`src/hdl/sogs_defs.vh`:
```
// Constants for the servo overshoot and gain switch block.
// Assumes a single 200 MHz clock and an AXI4-Lite register slave.
// Contract
// - Compensate when |error| within enable level
// - Once-only bit: one compensation per move
// - Bit 0 enables position gain switching
// - Double gain at or below limit speed
// - Bit 5 keeps feed-forward undoubled
// - Bit 1 scales threshold speeds by ten
// - Integrator updates only at low speed
// - Master bit enables overshoot compensation
// - Zero count means plain compensation
`ifndef SOGS_DEFS_VH
`define SOGS_DEFS_VH
// ****************************************
// Register byte offsets
// ****************************************
`define SOGS_OFS_OVS_LEVEL 8'h00
`define SOGS_OFS_OVS_ONCE 8'h04
`define SOGS_OFS_GSW_CTRL 8'h08
`define SOGS_OFS_GSW_LIMIT 8'h0c
`define SOGS_OFS_FF_CTRL 8'h10
`define SOGS_OFS_SPD_UNIT 8'h14
`define SOGS_OFS_OVS_CTRL 8'h18
`define SOGS_OFS_LSI_LIMIT 8'h1c
`define SOGS_OFS_STATUS 8'h20
// ****************************************
// Field positions
// ****************************************
`define SOGS_BIT_ONCE 3
`define SOGS_BIT_GSW_EN 0
`define SOGS_BIT_FF_NODBL 5
`define SOGS_BIT_UNIT_X10 1
`define SOGS_BIT_OVS_EN 0
`define SOGS_BIT_LSI_EN 1
`define SOGS_CNT_LSB 8
`define SOGS_CNT_MSB 15
// ****************************************
// Reset values and codes
// ****************************************
`define SOGS_RST_LEVEL 15'h0000
`define SOGS_RST_LIMIT 15'h0000
`define SOGS_RST_BYTE 8'h00
`define SOGS_RESP_OKAY 2'b00
`define SOGS_RESP_SLVERR 2'b10
`endif

```
`src/hdl/sogs_core.v`:
```
// Per-sample decisions of the overshoot and gain switch logic.
// Assumes error and speed are sampled on the servo sample strobe.
`default_nettype none
module sogs_core
(
   input wire aclk,
   input wire aresetn,
   input wire sample_en,
   input wire move_active,
   input wire [31:0] pos_error,
   input wire [31:0] speed,
   input wire [14:0] ovs_level,
   input wire ovs_en,
   input wire once_after_move_comp,
   input wire [7:0] incomplete_integration_count,
   input wire gain_switch_en,
   input wire [14:0] gsw_limit,
   input wire ff_no_double,
   input wire speed_unit_x10,
   input wire lsi_en,
   input wire [14:0] lsi_limit,
   output reg comp_apply_q,
   output reg hold_apply_q,
   output reg gain_double_q,
   output reg ff_double_q,
   output reg integ_en_q
);
   wire [31:0] abs_err;
   wire [35:0] gsw_thr;
   wire [35:0] lsi_thr;
   wire [31:0] abs_spd;
   wire in_band;
   wire comp_d;
   reg done_q;
   reg [7:0] hold_cnt_q;
   assign abs_err = pos_error[31] ? (~pos_error + 32'h00000001) : pos_error;
   assign abs_spd = speed[31] ? (~speed + 32'h00000001) : speed;
   // Unit x10 scales thresholds, not the measured speed
   assign gsw_thr = speed_unit_x10 ? ({21'h000000, gsw_limit} * 36'h00000000a)
      : {21'h000000, gsw_limit};
   assign lsi_thr = speed_unit_x10 ? ({21'h000000, lsi_limit} * 36'h00000000a)
      : {21'h000000, lsi_limit};
   // Level zero collapses to exact zero error
   assign in_band = abs_err <= {17'h00000, ovs_level};
   assign comp_d = ovs_en && in_band && !move_active
      && !(once_after_move_comp && done_q);
   always @(posedge aclk)
   begin
      if (!aresetn)
      begin
         comp_apply_q <= 1'b0;
         hold_apply_q <= 1'b0;
         gain_double_q <= 1'b0;
         ff_double_q <= 1'b0;
         integ_en_q <= 1'b1;
         done_q <= 1'b0;
         hold_cnt_q <= 8'h00;
      end
      else if (sample_en)
      begin
         if (move_active)
            done_q <= 1'b0;
         else if (comp_d && once_after_move_comp)
            done_q <= 1'b1;
         // Latched on the applying sample itself, so a second pass cannot slip in
         comp_apply_q <= comp_d;
         // Count zero gives no holding phase; less-than survives a lowered count
         if (!(ovs_en && in_band) || move_active)
            hold_cnt_q <= 8'h00;
         else if (hold_cnt_q < incomplete_integration_count)
            hold_cnt_q <= hold_cnt_q + 8'h01;
         hold_apply_q <= ovs_en && in_band
            && (hold_cnt_q < incomplete_integration_count);
         gain_double_q <= gain_switch_en && ({4'h0, abs_spd} <= gsw_thr);
         ff_double_q <= gain_switch_en && ({4'h0, abs_spd} <= gsw_thr)
            && !ff_no_double;
         integ_en_q <= !lsi_en || ({4'h0, abs_spd} <= lsi_thr);
      end
   end
endmodule // sogs_core
`default_nettype wire

```
`src/hdl/sogs_top.v`:
```
// Register file and top of the servo overshoot and gain switch block.
// Assumes an AXI4-Lite master on aclk and a servo sample strobe.
`include "sogs_defs.vh"
`default_nettype none
module sogs_top
(
   input wire aclk,
   input wire aresetn,
   input wire [7:0] s_axi_awaddr,
   input wire s_axi_awvalid,
   output reg s_axi_awready,
   input wire [31:0] s_axi_wdata,
   input wire [3:0] s_axi_wstrb,
   input wire s_axi_wvalid,
   output reg s_axi_wready,
   output reg [1:0] s_axi_bresp,
   output reg s_axi_bvalid,
   input wire s_axi_bready,
   input wire [7:0] s_axi_araddr,
   input wire s_axi_arvalid,
   output reg s_axi_arready,
   output reg [31:0] s_axi_rdata,
   output reg [1:0] s_axi_rresp,
   output reg s_axi_rvalid,
   input wire s_axi_rready,
   input wire sample_en,
   input wire move_active,
   input wire [31:0] pos_error,
   input wire [31:0] speed,
   output wire comp_apply_q,
   output wire hold_apply_q,
   output wire gain_double_q,
   output wire ff_double_q,
   output wire integ_en_q
);
   // ****************************************
   // Registers
   // ****************************************
   reg [14:0] level_q;
   reg [7:0] once_q;
   reg [7:0] gsw_q;
   reg [14:0] limit_q;
   reg [7:0] ff_q;
   reg [7:0] unit_q;
   reg [15:0] ovs_ctrl_q;
   reg [14:0] lsi_limit_q;
   reg [7:0] aw_q;
   reg [31:0] wd_q;
   reg [3:0] ws_q;
   reg aw_have_q;
   reg w_have_q;
   wire [7:0] aw_addr;
   wire [31:0] wdat;
   wire [3:0] wstb;
   wire aw_ok;
   wire w_ok;
   wire do_write;
   reg [31:0] rd_d;
   reg rd_err_d;
   reg wr_err_d;
   assign aw_addr = aw_have_q ? aw_q : s_axi_awaddr;
   assign wdat = w_have_q ? wd_q : s_axi_wdata;
   assign wstb = w_have_q ? ws_q : s_axi_wstrb;
   assign aw_ok = aw_have_q || (s_axi_awvalid && s_axi_awready);
   assign w_ok = w_have_q || (s_axi_wvalid && s_axi_wready);
   assign do_write = aw_ok && w_ok && !s_axi_bvalid;
   always @*
   begin
      wr_err_d = 1'b0;
      case (aw_addr)
         `SOGS_OFS_OVS_LEVEL, `SOGS_OFS_OVS_ONCE, `SOGS_OFS_GSW_CTRL,
         `SOGS_OFS_GSW_LIMIT, `SOGS_OFS_FF_CTRL, `SOGS_OFS_SPD_UNIT,
         `SOGS_OFS_OVS_CTRL, `SOGS_OFS_LSI_LIMIT, `SOGS_OFS_STATUS:
            wr_err_d = 1'b0;
         default:
            wr_err_d = 1'b1;
      endcase
   end
   // ****************************************
   // Write channel
   // ****************************************
   always @(posedge aclk)
   begin
      if (!aresetn)
      begin
         s_axi_awready <= 1'b1;
         s_axi_wready <= 1'b1;
         s_axi_bvalid <= 1'b0;
         s_axi_bresp <= `SOGS_RESP_OKAY;
         aw_have_q <= 1'b0;
         w_have_q <= 1'b0;
         aw_q <= 8'h00;
         wd_q <= 32'h00000000;
         ws_q <= 4'h0;
         level_q <= `SOGS_RST_LEVEL;
         once_q <= `SOGS_RST_BYTE;
         gsw_q <= `SOGS_RST_BYTE;
         limit_q <= `SOGS_RST_LIMIT;
         ff_q <= `SOGS_RST_BYTE;
         unit_q <= `SOGS_RST_BYTE;
         ovs_ctrl_q <= 16'h0000;
         lsi_limit_q <= `SOGS_RST_LIMIT;
      end
      else
      begin
         if (s_axi_bvalid && s_axi_bready)
         begin
            s_axi_bvalid <= 1'b0;
            s_axi_awready <= 1'b1;
            s_axi_wready <= 1'b1;
         end
         if (do_write)
         begin
            aw_have_q <= 1'b0;
            w_have_q <= 1'b0;
            s_axi_awready <= 1'b0;
            s_axi_wready <= 1'b0;
            s_axi_bvalid <= 1'b1;
            s_axi_bresp <= wr_err_d ? `SOGS_RESP_SLVERR : `SOGS_RESP_OKAY;
            case (aw_addr)
               `SOGS_OFS_OVS_LEVEL:
               begin
                  if (wstb[0])
                     level_q[7:0] <= wdat[7:0];
                  if (wstb[1])
                     level_q[14:8] <= wdat[14:8];
               end
               `SOGS_OFS_OVS_ONCE:
                  if (wstb[0])
                     once_q <= wdat[7:0];
               `SOGS_OFS_GSW_CTRL:
                  if (wstb[0])
                     gsw_q <= wdat[7:0];
               `SOGS_OFS_GSW_LIMIT:
               begin
                  if (wstb[0])
                     limit_q[7:0] <= wdat[7:0];
                  if (wstb[1])
                     limit_q[14:8] <= wdat[14:8];
               end
               `SOGS_OFS_FF_CTRL:
                  if (wstb[0])
                     ff_q <= wdat[7:0];
               `SOGS_OFS_SPD_UNIT:
                  if (wstb[0])
                     unit_q <= wdat[7:0];
               `SOGS_OFS_OVS_CTRL:
               begin
                  if (wstb[0])
                     ovs_ctrl_q[7:0] <= wdat[7:0];
                  if (wstb[1])
                     ovs_ctrl_q[15:8] <= wdat[15:8];
               end
               `SOGS_OFS_LSI_LIMIT:
               begin
                  if (wstb[0])
                     lsi_limit_q[7:0] <= wdat[7:0];
                  if (wstb[1])
                     lsi_limit_q[14:8] <= wdat[14:8];
               end
               default:
                  aw_q <= aw_q;
            endcase
         end
         else
         begin
            // Hold whichever half arrived first
            if (s_axi_awvalid && s_axi_awready)
            begin
               aw_have_q <= 1'b1;
               aw_q <= s_axi_awaddr;
               s_axi_awready <= 1'b0;
            end
            if (s_axi_wvalid && s_axi_wready)
            begin
               w_have_q <= 1'b1;
               wd_q <= s_axi_wdata;
               ws_q <= s_axi_wstrb;
               s_axi_wready <= 1'b0;
            end
         end
      end
   end
   // ****************************************
   // Read channel
   // ****************************************
   always @*
   begin
      rd_d = 32'h00000000;
      rd_err_d = 1'b0;
      case (s_axi_araddr)
         `SOGS_OFS_OVS_LEVEL:
            rd_d = {17'h00000, level_q};
         `SOGS_OFS_OVS_ONCE:
            rd_d = {24'h000000, once_q};
         `SOGS_OFS_GSW_CTRL:
            rd_d = {24'h000000, gsw_q};
         `SOGS_OFS_GSW_LIMIT:
            rd_d = {17'h00000, limit_q};
         `SOGS_OFS_FF_CTRL:
            rd_d = {24'h000000, ff_q};
         `SOGS_OFS_SPD_UNIT:
            rd_d = {24'h000000, unit_q};
         `SOGS_OFS_OVS_CTRL:
            rd_d = {16'h0000, ovs_ctrl_q};
         `SOGS_OFS_LSI_LIMIT:
            rd_d = {17'h00000, lsi_limit_q};
         `SOGS_OFS_STATUS:
            rd_d = {27'h0000000, integ_en_q, ff_double_q, gain_double_q,
               hold_apply_q, comp_apply_q};
         default:
            rd_err_d = 1'b1;
      endcase
   end
   always @(posedge aclk)
   begin
      if (!aresetn)
      begin
         s_axi_arready <= 1'b1;
         s_axi_rvalid <= 1'b0;
         s_axi_rdata <= 32'h00000000;
         s_axi_rresp <= `SOGS_RESP_OKAY;
      end
      else if (s_axi_rvalid)
      begin
         if (s_axi_rready)
         begin
            s_axi_rvalid <= 1'b0;
            s_axi_arready <= 1'b1;
         end
      end
      else if (s_axi_arvalid && s_axi_arready)
      begin
         s_axi_arready <= 1'b0;
         s_axi_rvalid <= 1'b1;
         s_axi_rdata <= rd_d;
         s_axi_rresp <= rd_err_d ? `SOGS_RESP_SLVERR : `SOGS_RESP_OKAY;
      end
   end
   // ****************************************
   // Servo decisions
   // ****************************************
   sogs_core u_core
   (
      .aclk(aclk),
      .aresetn(aresetn),
      .sample_en(sample_en),
      .move_active(move_active),
      .pos_error(pos_error),
      .speed(speed),
      .ovs_level(level_q),
      .ovs_en(ovs_ctrl_q[`SOGS_BIT_OVS_EN]),
      .once_after_move_comp(once_q[`SOGS_BIT_ONCE]),
      .incomplete_integration_count(ovs_ctrl_q[`SOGS_CNT_MSB:`SOGS_CNT_LSB]),
      .gain_switch_en(gsw_q[`SOGS_BIT_GSW_EN]),
      .gsw_limit(limit_q),
      .ff_no_double(ff_q[`SOGS_BIT_FF_NODBL]),
      .speed_unit_x10(unit_q[`SOGS_BIT_UNIT_X10]),
      .lsi_en(ovs_ctrl_q[`SOGS_BIT_LSI_EN]),
      .lsi_limit(lsi_limit_q),
      .comp_apply_q(comp_apply_q),
      .hold_apply_q(hold_apply_q),
      .gain_double_q(gain_double_q),
      .ff_double_q(ff_double_q),
      .integ_en_q(integ_en_q)
   );
endmodule // sogs_top
`default_nettype wire

```
`config.mk`:
```
export PLATFORM = sky130hd
export DESIGN_NAME = sogs_top
export DESIGN_NICKNAME = d
export VERILOG_FILES = /design/src/hdl/sogs_core.v /design/src/hdl/sogs_top.v
export VERILOG_INCLUDE_DIRS = /design/src /design/src/hdl
export SDC_FILE = /design/constraint.sdc
export NUM_CORES = 1
export LEC_CHECK = 0
export ABC_CLOCK_PERIOD_IN_PS = 11650
export BUFFER_PORTS_ARGS = -buffer_cell sky130_fd_sc_hd__buf_2
export CORE_ASPECT_RATIO = 0.6
export CORE_MARGIN = 5
export CORE_UTILIZATION = 57
export DETAILED_ROUTE_END_ITERATION = 7
export GPL_TIMING_DRIVEN = 0
export PLACE_DENSITY = 0.8
export SYNTH_ARGS = -nofsm -noshare
export SYNTH_HDL_FRONTEND = slang
export SYNTH_SLANG_ARGS = --single-unit
```
`constraint.sdc`:
```
create_clock -name aclk -period 11.65 [get_ports aclk]
set_input_delay 2.33 -clock aclk [delete_from_list [all_inputs] [get_ports aclk]]
set_output_delay 2.33 -clock aclk [all_outputs]
set_load 0.01 [all_outputs]
```
## After elaboration in Yosys (flattened, before gate mapping)

Index checks and enable logic that the tools add are counted.

- Register bits: 176
- Bits in latches: 0
- RAM bits: 0
- Bits in read-only memories: 0
- Input bits: 125
- Output and inout port bits: 46
- Logic and storage cells: 143
- Memories: 0

- Add/subtract/negate cells: 3
- Multipliers: 2
- Divide/modulo/power cells: 0
- Order comparisons: 4
- Eq/ne operators: 17
- Shift-type cells: 0
- Mux-type cells: 27
- Bitwise logic cells: 5
- Reductions and logical operators: 53

Operators by type and width:

| cell | count |
|---|---|
| $pmux W16 S9 | 1 |
| $le A32 B36 Y1 | 2 |
| $add A32 B1 Y32 const B | 2 |
| $eq A8 B5 Y1 const B | 8 |
| $mux W32 | 2 |
| $not A32 Y32 | 2 |
| $mux W19 | 2 |
| $mul A15 B3 Y18 const B | 2 |
| $reduce_and A3 Y1 | 12 |
| $eq A8 B4 Y1 const B | 4 |
| $le A32 B15 Y1 | 1 |
| $mux W8 | 3 |
| $reduce_or A9 Y1 | 2 |
| $eq A8 B3 Y1 const B | 2 |
| $eq A8 B6 Y1 const B | 2 |
| $logic_not A8 Y1 | 2 |
| $mux W16 | 1 |
| $mux W1 | 15 |
| $logic_and A1 B1 Y1 | 14 |
| $reduce_and A2 Y1 | 6 |
| $add A8 B1 Y8 const B | 1 |
| $lt A8 B8 Y1 | 1 |
| $reduce_bool A2 Y1 | 4 |
| $logic_not A1 Y1 | 6 |
| other kinds (6) | 14 |

## Logic depth before layout (Yosys ltp)

- Depth in word-level cells: 10
- Mapped depth: 20
- Depth with buffers taken out: 20

## Modules after synthesis

A second synthesis with hierarchy kept.

- Cells, all modules: 1354
- Area total of the unflattened synthesis: 11838.9 um^2

Modules (own cells, without submodules):

| module | times used | cells each | area each (um^2) | sequential area each (um^2) |
|---|---|---|---|---|
| sogs_top | 1 | 671 | 6667.6 | 2882.8 |
| sogs_core | 1 | 683 | 5171.2 | 280.3 |

## Least setup slack after synthesis

OpenSTA, ideal clock, no wires.

- Path kind: input to register
- From: in pos_error[1]
- To: reg u_core.hold_cnt_q[2]
- Setup time: 0.062 ns
- Data arrival time: 5.509 ns
- Data required time: 11.588 ns
- Setup slack: 6.079 ns
- Stages: 12
- Buffers on the path: 0
- Cells stage by stage: or4_1 or2_2 o41ai_1 xnor2_1 ha_1 nand4_1 or4_1 a2111oi_2 nand4_2 o21ai_4 nand2_4 nor2_2

- Cells in the longest elaborated chain, start to end: 9
- Elaborated cells on any way between the ends: 10
- Those cells by class: add/sub (1); order compare (1); mux (2); bitwise (1); reduce/logical (5)

Ends and longest elaborated chain:

| element | RTL line | text |
|---|---|---|
| start, declared | sogs_top.v:28 | `input wire [31:0] pos_error,` |
| $not A32 Y32 | sogs_core.v:36 | `assign abs_err = pos_error[31] ? (~pos_error + 32'h00000001) : pos_error;` |
| $add A32 B1 Y32 | sogs_core.v:36 |  |
| $mux W32 (*) | sogs_core.v:36 |  |
| $le A32 B15 Y1 (*) | sogs_core.v:44 | `assign in_band = abs_err <= {17'h00000, ovs_level};` |
| $logic_and A1 B1 Y1 (*) | sogs_core.v:68 | `if (!(ovs_en && in_band) \|\| move_active)` |
| $logic_not A1 Y1 (*) | sogs_core.v:68 |  |
| $logic_or A1 B1 Y1 (*) | sogs_core.v:68 |  |
| $reduce_bool A2 Y1 (no source line) | - |  |
| $reduce_and A2 Y1 (no source line) | - |  |
| end signal, assigned | sogs_core.v:71 | `hold_cnt_q <= hold_cnt_q + 8'h01;` |
| end, declared | sogs_core.v:35 | `reg [7:0] hold_cnt_q;` |

Every way passes the cells marked *; elsewhere a longest branch is shown, timed or not.
A chain may end at the register's enable or synchronous reset.

## Worst setup path in the final report

- From: in pos_error[3]
- To: reg u_core.comp_apply_q

- Cells in the longest elaborated chain, start to end: 7

Ends and longest elaborated chain:

| element | RTL line | text |
|---|---|---|
| $not A32 Y32 | sogs_core.v:36 |  |
| $add A32 B1 Y32 | sogs_core.v:36 |  |
| $mux W32 (*) | sogs_core.v:36 |  |
| $le A32 B15 Y1 (*) | sogs_core.v:44 |  |
| $logic_and A1 B1 Y1 (*) (2 in series) | sogs_core.v:45 | `assign comp_d = ovs_en && in_band && !move_active` |
| $logic_and A1 B1 Y1 (*) | sogs_core.v:46 | `&& !(once_after_move_comp && done_q);` |
| end signal, assigned | sogs_core.v:66 | `comp_apply_q <= comp_d;` |
| end, declared | sogs_core.v:22 | `output reg comp_apply_q,` |

Marks and branches as above.

==> impl_metrics.env <==
export IMPL_status="finished, violations left"
export IMPL_violations="DRC"
export IMPL_layout_nets=1789
export IMPL_overflow=0
export IMPL_final_period_utilization=0.504
export IMPL_ir_worst_vdd_uv=116
export IMPL_path_clk_slew_ns=0.07
export IMPL_required_ns=12.03
export IMPL_synthFlopType="dfxtp_1"
export IMPL_cts_tree="built"
export IMPL_synth_top_area_cell="dfxtp_1"
export IMPL_viasPerCell=6.38
export IMPL_grt_pass1_vias=10510
export IMPL_insertion_delay_ns=0.44
export IMPL_drive_above_1_share=0.143
export IMPL_muxShareOfSynthArea=0.0512
export IMPL_synth_edf_count=0
export IMPL_via_count=11703
export IMPL_synthSimpleGateAreaFrac=0.204
export IMPL_syn_area_sq_um=11700
export IMPL_ios=171
export IMPL_arrival_ns=6.25
export IMPL_clock_sinks=158
export IMPL_postLayoutCoreUtil=0.663
export IMPL_synth_compound_area_frac=0.251
export IMPL_maxCapViolCount=0
export IMPL_grt_max_degree=17
export IMPL_place_hpwl_um=29600
export IMPL_place_congestion=0.973
export IMPL_wire_per_inst_um=20.5
export IMPL_cpPeakStageDelay_ns=0.61
export IMPL_synth_top_family_by_area="compound AO/OA/AOI/OAI gates"
export IMPL_yosys_register_bits=158
export IMPL_die_y_um=121
export IMPL_cts_made_buffers=17
export IMPL_slew_violations=0
export IMPL_io_buffers=125
export IMPL_cts_hold_buf=0
export IMPL_ys_seq_area_frac=0.270
export IMPL_syn_inst=1386
export IMPL_synth_async_reset_ratio=0
export IMPL_synth_top_area_frac=0.270
export IMPL_antennaDiodeCount=0
export IMPL_drtAntennaViolNets=0
export IMPL_initial_core_util=0.583
export IMPL_end_kind="register"
export IMPL_yosys_warnings=0
export IMPL_rsz0062_at_grt="false"
export IMPL_hold_viol=0
export IMPL_grtUsageTotal=0.305
export IMPL_tns_ns=0
export IMPL_h_tree_depth=4
export IMPL_crit_fanout=9
export IMPL_die_area_sq_um=23600
export IMPL_hold_path_class="reg -> reg"
export IMPL_final_cell_mix="207 x nand2_1, 158 x dfxtp_1, 127 x buf_2, 115 x ha_1, 97 x o211a_1"
export IMPL_synthTopCellsByArea="dfxtp_1 27%, ha_1 12%, o211a_1 8.3%"
export IMPL_leakage_uw=0.00644
export IMPL_core_sq_um=20100
export IMPL_avgSynthCellArea_sq_um=8.46
export IMPL_drtIter0Drc=1427
export IMPL_cts_root_buf="clkbuf_16"
export IMPL_synthXorXnorAreaFrac=0.0448
export IMPL_synthAdderAreaFrac=0.126
export IMPL_finalSetupViolCount=0
export IMPL_path_class="in -> reg"
export IMPL_finalWirelength_um=37600
export IMPL_worstMarginPinSlew_ns=1.39
export IMPL_area_delta_synth_final_pct=13.7
export IMPL_p_per_area_nw_per_um2=99.8
export IMPL_antenna_found_initial=0
export IMPL_clockBufferDepth=2
export IMPL_cts_post_setup_buffers_inserted=0
export IMPL_crit_family="simple AND/OR/NAND/NOR gates"
export IMPL_dr_pass1_iters=8
export IMPL_num_rows=40
export IMPL_maxSlewHeadroom=0.0624
export IMPL_cp_buffers_inverters=1
export IMPL_fin_skew_ns=0.0109
export IMPL_cts_resized_gates=0
export IMPL_die_w_um=195
export IMPL_synthDistinctLibCells=89
export IMPL_grt_pass1_wl_um=57800
export IMPL_final_min_clock_period_ns=5.88
export IMPL_cp_slowest_cell="nor4_4"
export IMPL_cp_start_kind="input port"
export IMPL_drc=4
export IMPL_mostFrequentLayoutCell="nand2_1"
export IMPL_crit_chain="buf_2, or4_4, nor4_4, nor2_1, xor2_1, ha_1, nand3_1, or4_1, a2111oi_2, nand4_2, nor2_1, nand3_1, a21boi_1"
export IMPL_maxClockFrequency_ghz=0.170
## worst reg2reg max path: cells and delay by family, from the launching register on
kind | cells | cell delay [ns]
DFF | 1 | 0.44
adders and majority gates | 3 | 0.99
and+or+nand+nor | 2 | 0.27
xor gates and xnor gates | 1 | 0.15
AOI/OAI and AO/OA | 10 | 3.10
## metrics by stage
stage	setup WS (ns)	hold WS [ns]	cell area (sq um)	total power [uW]	std cells
floorplan	6.08	0.436	11800	702	1403
global placement	5.51	0.449	12800	774	1801
detailed placement	5.49	0.456	12800	779	1801
CTS	5.92	0.466	13300	1320	1833
global route	5.66	0.481	13300	1370	1833
finish	5.77	0.467	13300	1330	1833
## kinds of logic (layout without fill, tap and decap cells)
| logic type | after synthesis | after routing |
|---|---|---|
| DFF | 158 | 158 |
| muxes | 59 | 59 |
| AOI/OAI and AO/OA | 378 | 378 |
| and+or+nand+nor | 481 | 481 |
| adders and majority gates | 117 | 117 |
| buffers and inverters | 132 | 289 |
| xor gates and xnor gates | 60 | 60 |
| other | 1 | 18 |
## synth_stat cells, types with 30 or more instances
cell and n:
a21oi_1 68, clkbuf_1 50, dfxtp_1 158, ha_1 115, inv_1 51, mux2i_1 54, nand2_1 207, nor2_1 64
nor2b_1 41, nor3_1 30, o211a_1 97, o21ai_0 36, xnor2_1 45
## power by group
group	internal [uW]	leakage (uW)	switching (uW)	total, uW
registers	549	0.00128	6.74	556
clock network	301	0.000279	254	555
logic	84.1	0.00488	135	219
## state kept, by name (all words and copies together) (netlist names), 8 cells and up
signal	flops
limit_q	15
wd_q	16
unit_q	8
ovs_ctrl_q	16
lsi_limit_q	15
aw_q	8
level_q	15
u_core.hold_cnt_q	8
gsw_q	8
ff_q	8
once_q	8
s_axi_rdata	16
## layer usage
| metal | share of wire | global-route usage |
|---|---|---|
| met1 | 0.45 | 0.466 |
| met2 | 0.39 | 0.414 |
| met3 | 0.13 | 0.0993 |
| met4 | 0.016 | 0.0610 |
| met5 | 0 | 0 |
## final timing paths
check,start,endpoint,slack (ns),cells past startpoint
min reg2reg,ws_q[1]$_SDFFE_PN0P_,ws_q[1]$_SDFFE_PN0P_,0.47,2
max reg2reg,limit_q[4]$_SDFFE_PN0P_,u_core.ff_double_q$_SDFFE_PN0P_,6.64,16
max,pos_error[3],u_core.comp_apply_q$_SDFFE_PN0P_,5.77,13
min,ws_q[1]$_SDFFE_PN0P_,ws_q[1]$_SDFFE_PN0P_,0.47,2
## layout make-up
| class | instances | area [sq um] |
|---|---|---|
| Buffer | 81 | 427 |
| Clock buffer | 17 | 425 |
| Clock inverter | 15 | 151 |
| Fill cell | 1726 | 6780 |
| Inverter | 51 | 191 |
| Multi-Input combinational cell | 1113 | 8010 |
| Sequential cell | 158 | 3160 |
| Tap cell | 273 | 342 |
| Timing Repair Buffer | 125 | 626 |
Power figures use the tool's default switching activity.
